<file path="config.mk">
export PLATFORM = sky130hd
export DESIGN_NAME = ee_two_wire_slave
export DESIGN_NICKNAME = d
export VERILOG_FILES = /design/src/hdl/ee_pkg.sv /design/src/hdl/ee_pair_fifo.sv /design/src/hdl/ee_two_wire_slave.sv
export SDC_FILE = /design/constraint.sdc
export NUM_CORES = 1
export LEC_CHECK = 0
export BUFFER_PORTS_ARGS = -buffer_cell sky130_fd_sc_hd__buf_2
export CAP_MARGIN = 10
export CELL_PAD_IN_SITES_DETAIL_PLACEMENT = 0
export CELL_PAD_IN_SITES_GLOBAL_PLACEMENT = 1
export CORE_UTILIZATION = 40
export CTS_CLUSTER_SIZE = 40
export DETAILED_ROUTE_END_ITERATION = 6
export GPL_TIMING_DRIVEN = 1
export PLACE_DENSITY = 0.69
export SYNTH_ARGS = -nofsm -noshare
export SYNTH_HDL_FRONTEND = slang
export SYNTH_HIERARCHICAL = 1
export SYNTH_SLANG_ARGS = --single-unit
</file>
<file path="constraint.sdc">
create_clock -name core_clk -period 4.4 [get_ports core_clk]
set_clock_uncertainty 0.1 [all_clocks]
set_input_delay 0 -clock core_clk [delete_from_list [all_inputs] [get_ports core_clk]]
set_output_delay 0 -clock core_clk [all_outputs]
set_load 0.01 [all_outputs]
</file>
<file path="src/hdl/ee_pkg.sv">
// Shared constants and types for the two-wire EEPROM slave front end
package ee_pkg;

  // Slave address byte layout
  localparam logic [3:0] DEV_PREFIX    = 4'ha;   // Fixed upper nibble
  localparam int         PREFIX_MSB    = 7;
  localparam int         PREFIX_LSB    = 4;
  localparam int         STRAP_MSB     = 3;
  localparam int         STRAP_LSB     = 1;
  localparam int         RW_BIT        = 0;      // 1 = read, 0 = write

  // Array and page geometry
  localparam int         ADDR_W        = 13;     // 8192 bytes
  localparam int         PAGE_W        = 5;      // 32-byte page
  localparam int         PAGE_BYTES    = 32;
  localparam int         HI_ADDR_W     = ADDR_W - 8;
  localparam logic [3:0] BIT_ACK       = 4'h8;   // Count value of the ack slot

  // Reset values
  localparam logic [ADDR_W-1:0] ADDR_RST = 13'h0000;
  localparam logic [7:0]        BYTE_RST = 8'h00;

  // Self-timed programming window, longest time rounds down
  localparam int         PROG_TIME_US  = 5000;   // 5 ms
  localparam int         CLK_KHZ       = 10000;  // 10 MHz core clock
  localparam int         PROG_CYCLES_DEF = (PROG_TIME_US * CLK_KHZ) / 1000;

  // Bus-side phases of the slave
  typedef enum logic [2:0] {
    PH_IDLE,     // Standby, waiting for start
    PH_DEVADR,   // Receiving slave address
    PH_WORDHI,   // Receiving upper byte address
    PH_WORDLO,   // Receiving lower byte address
    PH_WRDATA,   // Receiving page data
    PH_RDDATA,   // Sending array data
    PH_IGNORE    // Released until next start
  } ee_phase_t;

  // Page-local increment: upper bits stay, low five bits wrap
  function automatic logic [ADDR_W-1:0] ee_page_inc(input logic [ADDR_W-1:0] a);
    ee_page_inc = {a[ADDR_W-1:PAGE_W], a[PAGE_W-1:0] + 5'h01};
  endfunction : ee_page_inc

endpackage : ee_pkg

</file>
<file path="src/hdl/ee_pair_fifo.sv">
// Two-entry valid/ready buffer between page drain and array writer
`timescale 1ns/10ps
module ee_pair_fifo
  import ee_pkg::*;
#(
  parameter int W = 21
)(
  input  wire logic         core_clk,
  input  wire logic         rst_n,
  input  wire logic         clkEn,
  input  wire logic         inValid,
  output      logic         inReady,
  input  wire logic [W-1:0] inData,
  output      logic         outValid,
  input  wire logic         outReady,
  output      logic [W-1:0] outData
);

  logic [W-1:0] slot [2];   // Storage, flip-flops
  logic         wrIdx;      // Next slot to fill
  logic         rdIdx;      // Next slot to drain
  logic [1:0]   fill;       // Entries held

  wire pushOk = inValid & inReady;
  wire popOk  = outValid & outReady;

  // Honest flags straight from the fill count
  assign inReady  = (fill != 2'h2);
  assign outValid = (fill != 2'h0);
  assign outData  = slot[rdIdx];

  // Pointers and fill count
  always_ff @(posedge core_clk)
  begin
    if (!rst_n)
    begin
      wrIdx <= 1'b0;
      rdIdx <= 1'b0;
      fill  <= 2'h0;
    end
    else if (clkEn)
    begin
      wrIdx <= wrIdx ^ pushOk;
      rdIdx <= rdIdx ^ popOk;
      fill  <= fill + {1'b0, pushOk} - {1'b0, popOk};
    end
  end

  // Data slots, written only on an accepted push
  always_ff @(posedge core_clk)
  begin
    if (clkEn && pushOk)
      slot[wrIdx] <= inData;
  end

endmodule : ee_pair_fifo

</file>
<file path="src/hdl/ee_two_wire_slave.sv">
// Two-wire EEPROM slave: address decode, page write, reads, program timing
`timescale 1ns/10ps
module ee_two_wire_slave
  import ee_pkg::*;
#(
  parameter int unsigned PROG_CYCLES = PROG_CYCLES_DEF
)(
  input  wire logic              core_clk,
  input  wire logic              rst_n,
  input  wire logic              clkEn,
  input  wire logic              sclIn,
  input  wire logic              sdaIn,
  output      logic              sdaOut,
  output      logic              sdaOe,
  input  wire logic              select_strap_bit0,
  input  wire logic              select_strap_bit1,
  input  wire logic              select_strap_bit2,
  input  wire logic              writeProtect,
  output      logic [ADDR_W-1:0] memRdAddr,
  input  wire logic [7:0]        memRdData,
  output      logic              progValid,
  input  wire logic              progReady,
  output      logic [ADDR_W-1:0] progAddr,
  output      logic [7:0]        progData,
  output      logic              busy,
  output      logic              standby
);

  // Pin synchronisers: stage 0 feeds stage 1 only
  logic [1:0]        sclSync;      // Clock pin sync chain
  logic [1:0]        sdaSync;      // Data pin sync chain
  logic [1:0]        wpSync;       // Write protect sync chain
  logic [2:0]        strapMeta;    // Strap first stage
  logic [2:0]        strapSync;    // Strap second stage
  logic              sclPrev;      // Clock one cycle back
  logic              sdaPrev;      // Data one cycle back

  // Protocol state
  ee_phase_t         phase;        // Current bus phase
  ee_phase_t         next_phase;   // Phase after this cycle
  logic [3:0]        bitCnt;       // Rising edges since byte start
  logic [7:0]        rxByte;       // Shift-in register
  logic [7:0]        txShift;      // Shift-out register
  logic              loadTx;       // Fetch next array byte
  logic [ADDR_W-1:0] addrCnt;      // Internal address counter
  logic [HI_ADDR_W-1:0] addrHi;    // Upper byte address, held

  // Page buffer and programming
  logic [7:0]        pageBuf [PAGE_BYTES];  // Buffered page bytes
  logic [PAGE_BYTES-1:0] pageUsed; // Positions written this page
  logic              pendWrite;    // Data bytes await a stop
  logic              progBusy;     // Internal cycle running
  logic [PAGE_W:0]   drainIdx;     // Drain position, MSB = done
  logic [31:0]       progTimer;    // Cycles since programming began
  logic              pushValid;    // Drain offers a byte
  logic              pushReady;    // Buffer accepts a byte

  // Sampled bus events
  wire sclHi    = sclSync[1];
  wire sdaNow   = sdaSync[1];
  wire sclRise  = sclHi & ~sclPrev;
  wire sclFall  = ~sclHi & sclPrev;
  wire startDet = sclHi & sclPrev & sdaPrev & ~sdaNow;
  wire stopDet  = sclHi & sclPrev & ~sdaPrev & sdaNow;
  wire byteDone = sclFall & (bitCnt == BIT_ACK);        // Enter ack slot
  wire ackRise  = sclRise & (bitCnt == BIT_ACK);        // Ack bit sampled
  // Address decode of the received byte
  wire prefixOk  = (rxByte[PREFIX_MSB:PREFIX_LSB] == DEV_PREFIX);
  wire strapOk   = (rxByte[STRAP_MSB:STRAP_LSB] == strapSync);
  wire devMatch  = prefixOk & strapOk & ~progBusy;
  wire readReq   = rxByte[RW_BIT];
  wire masterAck = ~sdaNow;                             // Low = more data
  // Ack decision for a completed byte
  wire ackNow = ((phase == PH_DEVADR) & devMatch)
              | (phase == PH_WORDHI)
              | (phase == PH_WORDLO)
              | (phase == PH_WRDATA);

  // Programming start and end conditions
  wire progStart = stopDet & (phase == PH_WRDATA) & pendWrite
                 & ~wpSync[1];
  wire timerDone = (progTimer >= PROG_CYCLES - 1);
  wire drainDone = drainIdx[PAGE_W];
  wire progDone  = progBusy & timerDone & drainDone & ~progValid;
  wire [PAGE_W-1:0] drainPos = drainIdx[PAGE_W-1:0];

  // Open drain: only ever pulls low
  assign sdaOut    = 1'b0;
  assign memRdAddr = addrCnt;
  assign busy      = progBusy;

  // Two flip-flops on every pin before use
  always_ff @(posedge core_clk)
  begin
    if (!rst_n)
    begin
      sclSync   <= 2'h3;
      sdaSync   <= 2'h3;
      wpSync    <= 2'h0;
      strapMeta <= 3'h0;
      strapSync <= 3'h0;
      sclPrev   <= 1'b1;
      sdaPrev   <= 1'b1;
    end
    else if (clkEn)
    begin
      sclSync   <= {sclSync[0], sclIn};
      sdaSync   <= {sdaSync[0], sdaIn};
      wpSync    <= {wpSync[0], writeProtect};
      strapMeta <= {select_strap_bit2, select_strap_bit1, select_strap_bit0};
      strapSync <= strapMeta;
      sclPrev   <= sclSync[1];
      sdaPrev   <= sdaSync[1];
    end
  end

  // Phase sequencing; start wins over everything
  always_comb
  begin
    next_phase = phase;
    if (startDet)
      next_phase = PH_DEVADR;
    else if (stopDet)
      next_phase = PH_IDLE;
    else if (byteDone)
    begin
      unique case (phase)
        PH_DEVADR:
          if (!devMatch)
            next_phase = PH_IGNORE;
          else if (readReq)
            next_phase = PH_RDDATA;
          else
            next_phase = PH_WORDHI;
        PH_WORDHI: next_phase = PH_WORDLO;
        PH_WORDLO: next_phase = PH_WRDATA;
        default:   next_phase = phase;                  // Data phases hold at a byte end; a read NAK exits below
      endcase
    end
    else if (ackRise && phase == PH_RDDATA && !masterAck)
      next_phase = PH_IGNORE;
  end

  // Phase register, bit counter and receive shifter
  always_ff @(posedge core_clk)
  begin
    if (!rst_n)
    begin
      phase  <= PH_IDLE;
      bitCnt <= 4'h0;
      rxByte <= BYTE_RST;
    end
    else if (clkEn)
    begin
      phase <= next_phase;
      if (startDet)
        bitCnt <= 4'h0;
      else if (sclRise)
      begin
        bitCnt <= (bitCnt == BIT_ACK) ? 4'h0 : bitCnt + 4'h1;
        if (bitCnt != BIT_ACK)
          rxByte <= {rxByte[6:0], sdaNow};
      end
    end
  end

  // Data line drive, set on clock falls, released at a start or stop
  always_ff @(posedge core_clk)
  begin
    if (!rst_n)
      sdaOe <= 1'b0;
    else if (clkEn)
    begin
      if (startDet || stopDet)
        sdaOe <= 1'b0;                                  // Release at frame edges
      else if (byteDone)
        sdaOe <= ackNow;
      else if (sclFall)
        sdaOe <= (phase == PH_RDDATA) & ~txShift[7];
    end
  end

  // Fetch on a low ack slot, then shift out on falls
  // Our own address ack also reads low, so one fetch per byte, never two
  always_ff @(posedge core_clk)
  begin
    if (!rst_n)
    begin
      loadTx  <= 1'b0;
      txShift <= 8'hff;
    end
    else if (clkEn)
    begin
      loadTx <= ackRise & (phase == PH_RDDATA) & masterAck;
      if (loadTx)
        txShift <= memRdData;
      else if (sclFall && phase == PH_RDDATA && bitCnt != BIT_ACK)
        txShift <= {txShift[6:0], 1'b1};
    end
  end

  // Address counter: loads, page wrap on write, full wrap on read
  always_ff @(posedge core_clk)
  begin
    if (!rst_n)
    begin
      addrCnt <= ADDR_RST;
      addrHi  <= '0;
    end
    else if (clkEn)
    begin
      if (loadTx)
        addrCnt <= addrCnt + 13'h0001;
      else if (byteDone && phase == PH_WORDHI)
        addrHi <= rxByte[HI_ADDR_W-1:0];
      else if (byteDone && phase == PH_WORDLO)
        addrCnt <= {addrHi, rxByte};
      else if (byteDone && phase == PH_WRDATA)
        addrCnt <= ee_page_inc(addrCnt);
    end
  end

  // Page buffer, occupancy and pending-write flag
  always_ff @(posedge core_clk)
  begin
    if (!rst_n)
    begin
      pageUsed  <= '0;
      pendWrite <= 1'b0;
    end
    else if (clkEn)
    begin
      if (byteDone && phase == PH_WORDLO)
        pageUsed <= '0;                                 // Fresh page per write
      else if (byteDone && phase == PH_WRDATA)
      begin
        pageUsed[addrCnt[PAGE_W-1:0]] <= 1'b1;
        pageBuf[addrCnt[PAGE_W-1:0]]  <= rxByte;        // Wrap overwrites
        pendWrite <= 1'b1;
      end
      // A start or stop closes the write either way
      if (startDet || stopDet)
        pendWrite <= 1'b0;
    end
  end

  // Drain offers every used position, in order
  assign pushValid = progBusy & ~drainDone & pageUsed[drainPos];

  // Programming sequencer: drain and timer run together
  always_ff @(posedge core_clk)
  begin
    if (!rst_n)
    begin
      progBusy  <= 1'b0;
      drainIdx  <= '0;
      progTimer <= '0;
    end
    else if (clkEn)
    begin
      if (progStart)
      begin
        progBusy  <= 1'b1;
        drainIdx  <= '0;
        progTimer <= '0;
      end
      else if (progDone)
        progBusy <= 1'b0;
      else if (progBusy)
      begin
        if (!timerDone)
          progTimer <= progTimer + 32'h1;
        // Unused positions skip; used ones wait for the buffer
        if (!drainDone && (!pageUsed[drainPos] || pushReady))
          drainIdx <= drainIdx + 6'h01;
      end
    end
  end

  // Standby tracking
  always_ff @(posedge core_clk)
  begin
    if (!rst_n)
      standby <= 1'b1;
    else if (clkEn)
    begin
      if (progDone)
        standby <= 1'b1;
      else if (startDet || progStart)
        standby <= 1'b0;
      else if (stopDet && !progBusy)
        standby <= 1'b1;
    end
  end

  // Buffer absorbs writer stalls so no byte is lost
  ee_pair_fifo #(
    .W (ADDR_W + 8)
  ) u_prog_buf (
    .core_clk (core_clk),
    .rst_n    (rst_n),
    .clkEn    (clkEn),
    .inValid  (pushValid),
    .inReady  (pushReady),
    .inData   ({addrCnt[ADDR_W-1:PAGE_W], drainPos, pageBuf[drainPos]}),
    .outValid (progValid),
    .outReady (progReady),
    .outData  ({progAddr, progData})
  );

endmodule : ee_two_wire_slave

</file>
==> results by group, run 1 <==
Logic synthesis
  – Synth area leader: edfxtp_1
  – Primary FF master, synth: edfxtp_1
  – Syn avg cell area: 14.72 sq um
  – Mapped Area: 17720 sq um
  – EDFF count, synth: between 200 and 300
  – #FFs+latches synth: approximately 440
  – Synth top area share: 50.50%
  – Sequential share of the synthesized area: 66.32%
  – Synth async-reset ratio: 0%
  – Area contributors post-synth: edfxtp_1, dfxtp_1, mux4_2
  – Synthesized Nets: 1231
  – Mapped Cells: 1204
  – Syn. warnings: 6
  – Distinct cell type count after synthesis: 68

Placement
  – Dpl hpwl: 25.42 mm
  – Placer Congestion: 0.7700
  – IO buf count: 55
  – Post-DP Area: 18660 sq um

Setup path
  – FF-to-FF End: u_prog_buf/fill[1]$_SDFFE_PN0P_
  – R2R Setup Slk: 0.33 ns
  – Path depth of the worst reg2reg path: 12
  – FF-to-FF Start: drainIdx[0]$_SDFFE_PN0P_
  – Crit path DAT: 4.43 ns
  – WP data required: 4.76 ns
  – Worst Path Buf+Inv: 2
  – Most frequent CP cell: dlygate4sd3_1
  – CP max-delay cell: dlygate4sd3_1
  – CP Cell Sequence: mux4_2, a32oi_1, nand4_1, and3_1, nor2b_1, a211oi_1, nor2_1, ha_1, nand4b_1, dlygate4sd3_1, and4_1, dlygate4sd3_1
  – Crit Path Class: reg2reg
  – Maximum fanout along the worst path: 15
  – Critical Path Max Stage Delay: 0.56 ns
  – Crit path capture type: flop
  – Setup crit start: drainIdx[0]$_SDFFE_PN0P_
  – Startpoint types: flop
  – Critical path's top delay family: buffers and inverters

Cells and area
  – Layout Nets: around 1.3k
  – Layout cells sized above 1: 21.71%
  – Final Instance Area: a little over 20000 sq um
  – N_diodes: 0
  – Area Growth Syn to Fin: 15.95%

Timing
  – Slew headroom: 28.80%
  – Final Max Tran Viols: 0
  – Crit share post-route: between 90 and 100%
  – Period minus WS final: 4.074 ns
  – Highest Clock Rate: ~250 MHz
  – Total Neg Setup Slack: 0 ns
  – Final hold violation count: 0
  – Slew @ Worst Pin: 1.067 ns
  – Unrepaired setup endpoints after global routing: false
  – Final setup fails: 0

Die
  – Die width: 212.5 microns
  – Die Height: 212.5 microns
  – Core outline area: 43360 sq um
  – Initial core utilization: 40.86%
  – # IOs: 57
  – Die area: 45140 sq um
  – FP Rows: between 70 and 80

Route
  – 1st-iter DRT viols: 660
  – Router iterations before antenna repair: 5
  – DRC Markers: 0
  – Antenna Nets Post-Route: 0
  – DR WL/cell: approximately 21 microns
  – DR vias/cell: approximately 5.4
  – Vias: 10.31k
  – DRT Wirelength: 40.22 mm

Clocking
  – CTS max path bufs: 3
  – Post-CTS Setup Bufs: 0
  – Skew-Pair Late Insertion Delay: 0.58 ns
  – CTS root buf: clkbuf_16
  – TritonCTS Buffers: 46
  – CTS tree: yes
  – Worst-path clk slew: about 0.060 ns
  – H-tree levels: 2
  – Clock sink count: 438

Power
  – PwrDens: 408.7 nW/um^2
  – Leak: 6.759 nW
  – Peak supply drop: about 0.25 mV

Worst hold path
  – WHS Path Cells: 4
  – Hold EP: strapMeta[2]$_SDFFE_PN0P_
  – Worst Hold Class: in2reg
  – Hold Startpoint: select_strap_bit2

Run
  – Max Cap Viol: 0

Global routing
  – GRT Total Usage: between 10% and 20%
  – Antenna violations before repair: 0
  – First-pass GRT wire length: 62.13 mm
  – Grt ovf: 0
  – Vias in the first global route: just over 10k
  – Largest net degree at the start of global routing: 65

Status
  – Status: completed
## flip-flops by register name, summed over array words and instances (netlist names), 6 cells and up, named ones only
name / count
pageBuf: 256
memRdAddr: 13
rxByte: 8
u_prog_buf/slot: 42
progTimer: 32
drainIdx: 6
pageUsed: 32
txShift: 8
## cells by family after synthesis
group / share of synthesized area, %
DFF: 66.32
and+or+nand+nor: 9.484
muxes: 15.47
AOI/OAI and AO/OA: 5.084
buffers and inverters: 1.850
xor gates and xnor gates: 1.137
adders and majority gates: 0.6356
other: 0.02116
## tightest hold or removal path: cells and delay by family
kind | cells | cell delay [ns]
simple gates | 1 | 0.07
mux | 1 | 0.05
buf+inv | 2 | 0.62
## placed cells by master (no fill, tap or decap), drive strengths merged, types with 3 or more instances in the layout
cell / Yosys / routed
buf: 23 / 79
a31oi: 5 / 5
mux2i: 42 / 42
o22ai: 4 / 4
nand4b: 3 / 3
nor2b: 6 / 6
nor2: 123 / 123
xor2: 6 / 6
and3: 18 / 18
edfxtp: 298 / 298
dfxtp: 140 / 140
or2: 3 / 3
a211oi: 5 / 5
nand2: 64 / 64
nor3b: 4 / 4
and2: 28 / 28
nor4: 9 / 9
nand4: 12 / 12
dlygate4sd3: 0 / 30
nand3: 30 / 30
a21oi: 68 / 68
mux2: 34 / 34
bufinv: 0 / 3
ha: 9 / 9
inv: 17 / 21
nand3b: 7 / 7
o21ai: 37 / 37
mux4: 86 / 86
a31o: 3 / 3
or3: 8 / 8
clkbuf: 39 / 63
a221oi: 4 / 4
nor3: 14 / 14
clkinv: 1 / 11
xnor2: 17 / 17
o211a: 3 / 3
a22oi: 3 / 3
## report_power, final
group          switching, W  internal, W
registers         0.0000122      0.00435
logic             0.0000571    0.0000420
clock network       0.00159      0.00234
total               0.00166      0.00673
## synthesized netlist by cell type, types with 3 or more instances
| master | number |
|---|---|
| mux2i_1 | 42 |
| o211a_1 | 3 |
| mux4_2 | 86 |
| nor2b_1 | 6 |
| clkbuf_1 | 39 |
| o21ai_0 | 37 |
| nand3_1 | 29 |
| xor2_1 | 6 |
| xnor2_1 | 17 |
| nor3_1 | 14 |
| ha_1 | 9 |
| and2_1 | 27 |
| nor4_1 | 7 |
| nand4b_1 | 3 |
| nor2_1 | 123 |
| edfxtp_1 | 298 |
| a211oi_1 | 4 |
| buf_1 | 8 |
| or3_1 | 8 |
| a221oi_1 | 4 |
| a21oi_1 | 68 |
| inv_1 | 17 |
| nand4_1 | 12 |
| and3_1 | 17 |
| dfxtp_1 | 140 |
| nand2_1 | 63 |
| a22oi_1 | 3 |
| buf_2 | 13 |
| nand3b_1 | 7 |
| nor3b_1 | 4 |
| mux2_2 | 34 |
| a31o_2 | 3 |
| a31oi_1 | 5 |
| o22ai_1 | 4 |
## metal layers
layer | share of wire [%] | up-vias | GRT usage, %
li1 | - | 4780 | -
met1 | 45 | 5237 | 25.15
met2 | 48 | 246 | 29.68
met3 | 5.4 | 50 | 3.471
met4 | 2.0 | 0 | 5.879
met5 | 0 | - | 0
## worst max path at each step
stage | slack (ns) | cells past startpoint | to
after floorplan | 1.29 | 7 | u_prog_buf/slot[0][0]$_DFFE_PP_
after global placement | 1.15 | 11 | u_prog_buf/fill[1]$_SDFFE_PN0P_
after detailed placement | 1.11 | 11 | u_prog_buf/fill[1]$_SDFFE_PN0P_
after CTS | 0.09 | 12 | u_prog_buf/fill[1]$_SDFFE_PN0P_
after global routing | 0.02 | 12 | u_prog_buf/fill[1]$_SDFFE_PN0P_
final | 0.33 | 12 | u_prog_buf/fill[1]$_SDFFE_PN0P_
## layout make-up
type / count / area (sq um)
Sequential cell: 438 / 11760
Tap cell: 585 / 732.0
Multi-Input combinational cell: 686 / 5642
Timing Repair Buffer: 109 / 800.8
Clock buffer: 63 / 1359
Clock inverter: 17 / 183.9
Fill cell: 3841 / 22820
Inverter: 18 / 67.56
## stage by stage
| step | setup WS (ns) | total power [W] | cells | hold slack [ns] | utilization, % |
|---|---|---|---|---|---|
| floorplan | 1.293 | 0.004504 | 1204 | 0.02171 | - |
| global placement | 1.146 | 0.004537 | 1804 | 0.1183 | 43.04 |
| detailed placement | 1.114 | 0.004538 | 1804 | 0.1262 | 43.04 |
| CTS | 0.08871 | 0.008474 | 1914 | 0.06740 | 47.29 |
| global route | 0.01898 | 0.008646 | 1916 | 0.1125 | 47.38 |
| finish | 0.3256 | 0.008396 | 1916 | 0.09176 | 47.38 |
## what timing repair did
action | in CTS | in global routing
setup endpoints to repair | 0 | 1
hold endpoints to repair | 30 | 0
resized for setup | 0 | 2
hold buffers | 30 | 0
No activity file was read; power rests on OpenSTA's default activity.
==> inputs of run 2 (changes only) <==
- CAP_MARGIN: 10 -> 20
- CORE_UTILIZATION: 40 -> 25
- PLACE_DENSITY: 0.69 -> 0.5
- clock period: 4.4 -> 5.2 ns (I/O delays scaled with it)
==> run 2 against run 1 <==
Routed wire length rose by 11%. Design area is 1.4% higher. Highest routed layer is now met5. Sequential power down 15%. Die area grew 59%.
==> results by group, run 2 (synthesis gave the netlist of run 1 again) <==
Status
  – Status: completed

Setup path
  – Critical Path Max Stage Delay: 0.75 ns
  – CP max-delay cell: dfxtp_1
  – Crit path DAT: around 4.2 ns
  – Crit Path Class: reg2reg
  – Maximum fanout along the worst path: 15
  – WP data required: 5.57 ns
  – Critical path's top delay family: simple AND/OR/NAND/NOR gates
  – Startpoint types: flop
  – Worst Path Buf+Inv: 1
  – Crit path capture type: flop
  – CP Cell Sequence: mux4_2, a32oi_1, nand4_1, and3_1, nor2b_1, a211oi_1, nor2_1, ha_1, o21ai_0, nand2_1, and4_1, dlygate4sd3_1

Timing
  – Total Neg Setup Slack: 0 ns
  – Slew @ Worst Pin: 1.041 ns
  – Crit share post-route: roughly 74%
  – Highest Clock Rate: 260.5 MHz
  – Final hold violation count: 0
  – Period minus WS final: 3.838 ns
  – Slew headroom: 30.62%
  – Unrepaired setup endpoints after global routing: false
  – Final Max Tran Viols: 0
  – Final setup fails: 0

Cells and area
  – Layout Nets: roughly 1.3k
  – Layout cells sized above 1: 20.74%
  – Area Growth Syn to Fin: 17.56%
  – Max FFs per register: 256
  – Filler cell count: 7022
  – Layout Utilization: 29.74%
  – Final Non-Filler Cells: roughly 2.3k
  – Commonest non-fill, non-tap cells in the layout: edfxtp_1, dfxtp_1, nor2_1
  – N_diodes: 0
  – Most common cell after layout, fill and taps aside: edfxtp_1

Route
  – DRT Wirelength: roughly 45 mm
  – Router iterations before antenna repair: 5
  – Antenna Nets Post-Route: 0
  – 1st-iter DRT viols: 603
  – DR WL/cell: about 20 microns
  – Vias: 10.27k
  – DR vias/cell: around 4.5
  – DRC Markers: 0

Power
  – Leak: 6.675 nW
  – Peak supply drop: 0.2209 mV
  – PwrDens: 331.2 nW/um^2

Clocking
  – H-tree levels: 2
  – TritonCTS Buffers: 48
  – CTS tree: yes
  – CTS max path bufs: 3
  – CTS root buf: clkbuf_16
  – Post-cts sizing count: 0
  – Clock sink count: 438
  – Skew-Pair Late Insertion Delay: 0.57 ns
  – Worst-path clk slew: ~0.060 ns

Placement
  – Placer Congestion: 0.7618
  – Dpl hpwl: 28.80 mm
  – IO buf count: 55
  – # placed instances: 2161

Die
  – FP Rows: between 90 and 100
  – Die Height: 268.2 microns
  – Die width: 268.2 microns
  – Initial core utilization: approximately 25%
  – Die area: about 70000 sq um
  – Core outline area: 70030 sq um
  – # IOs: 57

Global routing
  – First-pass GRT wire length: 68.17 mm
  – Antenna violations before repair: 1
  – Grt ovf: 0
  – Vias in the first global route: 10.66k
  – GRT Total Usage: 12.64%
  – Largest net degree at the start of global routing: 65

Run
  – Max Cap Viol: 0

Worst hold path
  – Worst Hold Class: in2reg
[run 2: per-stage QoR]
| step | setup WS (ns) | total power, W | area (sq um) | hold slack, ns |
|---|---|---|---|---|
| 2_1_floorplan | 2.093 | 0.003811 | 17720 | 0.02171 |
| 3_3_place_gp | 1.889 | 0.003842 | 19100 | 0.1237 |
| 3_5_place_dp | 1.890 | 0.003844 | 19130 | 0.1313 |
| 4_1_cts | 1.326 | 0.007000 | 20800 | 0.03235 |
| 5_1_grt | 1.063 | 0.007137 | 20830 | 0.05859 |
| 6_report | 1.362 | 0.006899 | 20830 | 0.06605 |
[run 2: final cells by class]
type	instances	area, sq um	area share [%]
multi-input combinational	686	5642	27.08
inverter	18	67.56	0.3244
sequential	438	11760	56.44
timing repair buffer	107	785.8	3.772
tap	940	1176	5.646
clock buffer	58	1239	5.947
clock inverter	24	163.9	0.7869
[run 2: worst paths after layout]
path,startpoint,end,slack (ns),depth (start not counted)
worst max-delay path,drainIdx[0]$_SDFFE_PN0P_,u_prog_buf/fill[1]$_SDFFE_PN0P_,1.36,12
worst max register to register,drainIdx[0]$_SDFFE_PN0P_,u_prog_buf/fill[1]$_SDFFE_PN0P_,1.36,12
worst min register to register,progTimer[26]$_SDFFE_PN0P_,progTimer[26]$_SDFFE_PN0P_,0.36,1
worst min-delay path,clkEn,sclSync[1]$_SDFFE_PN1P_,0.07,4
[run 2: tightest hold or removal path: stages]
cell      delay, ns
buf_2          0.15
buf_4          0.31
nand2_1        0.12
o211ai_1       0.07
[run 2: metal layers]
metal	track usage (%)	vias up	wire, microns
met3	2.291	62	1915
met4	3.151	2	718
met1	17.34	5224	20840
li1	-	4803	-
met5	0	-	13
met2	20.52	181	21090
[run 2: repair_timing]
action,4_1_cts,5_1_grt
setup buffers,0,0
hold buffers,27,0
endpoints found under the hold margin,31,0
[run 2: report_power, final]
part | leakage (nW) | total [W] | switching [W] | internal, W
clock | 0.689 | 0.00312 | 0.00137 | 0.00174
sequential | 3.83 | 0.00369 | 0.00000837 | 0.00368
combinational | 2.16 | 0.0000905 | 0.0000528 | 0.0000377
==> inputs of run 3 (changes only) <==
- PLACE_DENSITY: 0.5 -> 0.51
- clock period: 5.2 -> 3.2 ns (I/O delays scaled with it)
==> run 3 against run 2 <==
Total power grew 68%. Routed wire length decreased by 2.0%. Combinational power increased by 55%.
==> results by group, run 3 (synthesis gave the netlist of run 1 again) <==
Status
  – Status: completed

Die
  – Core outline area: 70030 sq um
  – # IOs: 57
  – Die Height: ~270 microns
  – Initial core utilization: 25.30%
  – FP Rows: slightly below 100
  – Die area: 71940 sq um
  – Die width: about 270 microns

Setup path
  – Critical path's top delay family: simple AND/OR/NAND/NOR gates
  – WP data required: 3.58 ns
  – Startpoint types: flop
  – Crit path DAT: approximately 3.2 ns
  – CP max-delay cell: dfxtp_1
  – FF-to-FF End: u_prog_buf/fill[1]$_SDFFE_PN0P_
  – Worst Path Buf+Inv: 1
  – Crit Path Class: reg2reg
  – R2R Setup Slk: between 0.3 and 0.4 ns
  – Maximum fanout along the worst path: 9
  – Setup crit start: drainIdx[2]$_SDFFE_PN0P_
  – FF-to-FF Start: drainIdx[2]$_SDFFE_PN0P_
  – Critical Path Max Stage Delay: 0.51 ns
  – WP depth: 12
  – Path depth of the worst reg2reg path: 12
  – Critical Path Sink: u_prog_buf/fill[1]$_SDFFE_PN0P_
  – CP Cell Sequence: buf_4, mux4_2, a32oi_1, nand4_1, and3_1, nor2b_1, a211oi_1, nor2_1, ha_1, o21ai_0, nand2_1, and4_1
  – Crit path capture type: flop

Route
  – 1st-iter DRT viols: approximately 650
  – Antenna Nets Post-Route: 0
  – DRT Wirelength: 43.70 mm
  – Router iterations before antenna repair: 5
  – DR WL/cell: 18.82 microns
  – DR vias/cell: 4.460
  – Vias: about 10k
  – DRC Markers: 0

Placement
  – IO buf count: 55
  – Dpl hpwl: around 29 mm
  – Setup WS pre-CTS: 0.009484 ns
  – Placer Congestion: 0.7733

Timing
  – Final Max Tran Viols: 0
  – Period minus WS final: 2.805 ns
  – Final hold violation count: 0
  – Crit share post-route: 87.66%
  – Total Neg Setup Slack: 0 ns
  – Worst hold margin: 0.09468 ns
  – Final setup fails: 0
  – Worst Slack Setup Final: between 0.3 and 0.4 ns
  – Unrepaired setup endpoints after global routing: false
  – Slew headroom: a little over 30%
  – Highest Clock Rate: ~360 MHz
  – Slew @ Worst Pin: roughly 1.0 ns

Run
  – Max Cap Viol: 0

Cells and area
  – Area of the multi-input gates: about 5600 sq um
  – Max FFs per register: 256
  – Commonest non-fill, non-tap cells in the layout: edfxtp_1, dfxtp_1, nor2_1
  – Layout cells sized above 1: 24.31%
  – Layout Nets: 1372
  – Filler cell count: 7038
  – Layout Utilization: a little under a third
  – Area Growth Syn to Fin: 20.32%
  – Most common cell after layout, fill and taps aside: edfxtp_1
  – Register area: approximately 12000 sq um
  – N_diodes: 0

Clocking
  – Post-CTS Setup Bufs: 0
  – H-tree levels: 2
  – CTS max path bufs: 3
  – CTS tree: yes
  – Clock sink count: about 440
  – TritonCTS Buffers: 49
  – Skew-Pair Late Insertion Delay: 0.59 ns
  – Worst-path clk slew: 0.06 ns
  – CTS root buf: clkbuf_16

Global routing
  – Antenna violations before repair: 1
  – First-pass GRT wire length: 67.28 mm
  – Largest net degree at the start of global routing: 65
  – Vias in the first global route: 10.66k
  – Grt ovf: 0
  – GRT Total Usage: 12.44%

Power
  – Peak supply drop: 0.3528 mV
  – Leak: 6.987 nW
  – PwrDens: 545.2 nW/um^2
  – Overall Power: 0.01162 W

Worst hold path
  – Worst Hold Class: in2reg
==> run 3: cell types whose count changed in the layout (fill, tap and decap cells not counted), moves of 2 or more <==
cell | before | now
buf_12 | 1 | 3
buf_16 | 2 | 0
buf_4 | 22 | 67
bufinv_16 | 1 | 3
clkbuf_8 | 0 | 5
clkinv_1 | 13 | 6
clkinv_4 | 0 | 2
clkinvlp_4 | 0 | 2
==> run 3: report_power, final <==
group	internal [W]	switching [W]	leakage (nW)
Sequential	0.00599	0.0000165	3.83
Clock	0.00319	0.00230	0.768
Combinational	0.0000586	0.0000811	2.39
==> run 3: worst min-delay path by stage <==
stage	startpoint	endpoint	slack (ns)	cells after the start
2_1_floorplan	rst_n	flop	0.02	1
3_3_place_gp	sclIn	sclSync[0]$_SDFFE_PN1P_	0.12	3
3_5_place_dp	sdaIn	sdaSync[0]$_SDFFE_PN1P_	0.12	3
4_1_cts	select_strap_bit2	strapMeta[2]$_SDFFE_PN0P_	0.06	4
5_1_grt	select_strap_bit1	strapMeta[1]$_SDFFE_PN0P_	0.13	4
6_report	select_strap_bit2	strapMeta[2]$_SDFFE_PN0P_	0.09	4
==> run 3: repair_timing <==
action,CTS,global route
hold buffers,27,0
resized for setup,1,1
endpoints found under the hold margin,43,0
setup endpoints to repair,16,1
==> run 3: cell type report <==
type	count	share of cell area, %
clock buffer	63	6.233
clock inverter	25	1.097
inverter	18	0.3169
multi-input combinational	686	26.49
sequential	438	55.15
tap	940	5.517
timing repair buffer	152	5.200
==> run 3: stage by stage <==
step                      cells  instance area [sq um]
after global placement     2206                  19470
after global routing       2322                  21320
after detailed placement   2206                  19470
after CTS                  2321                  21310
final                      2322                  21320
after floorplan            1204                  17720
==> run 3: worst reg2reg max path: stages, from the launching register on <==
cell and delay (ns):
dfxtp_1 0.51, buf_4 0.19, mux4_2 0.29, a32oi_1 0.20, nand4_1 0.14, and3_1 0.24
nor2b_1 0.14, a211oi_1 0.21, nor2_1 0.07, ha_1 0.20, o21ai_0 0.16, nand2_1 0.07
and4_1 0.17
==> run 3: layer usage <==
metal	routed length [microns]	part of all wire (%)	vias to the layer above	global-route usage, %
met2	20330	47	194	19.60
met1	20070	46	5216	16.91
li1	-	-	4882	-
met3	2191	5.0	64	2.657
met4	1102	2.5	0	4.139
met5	0	0	-	0
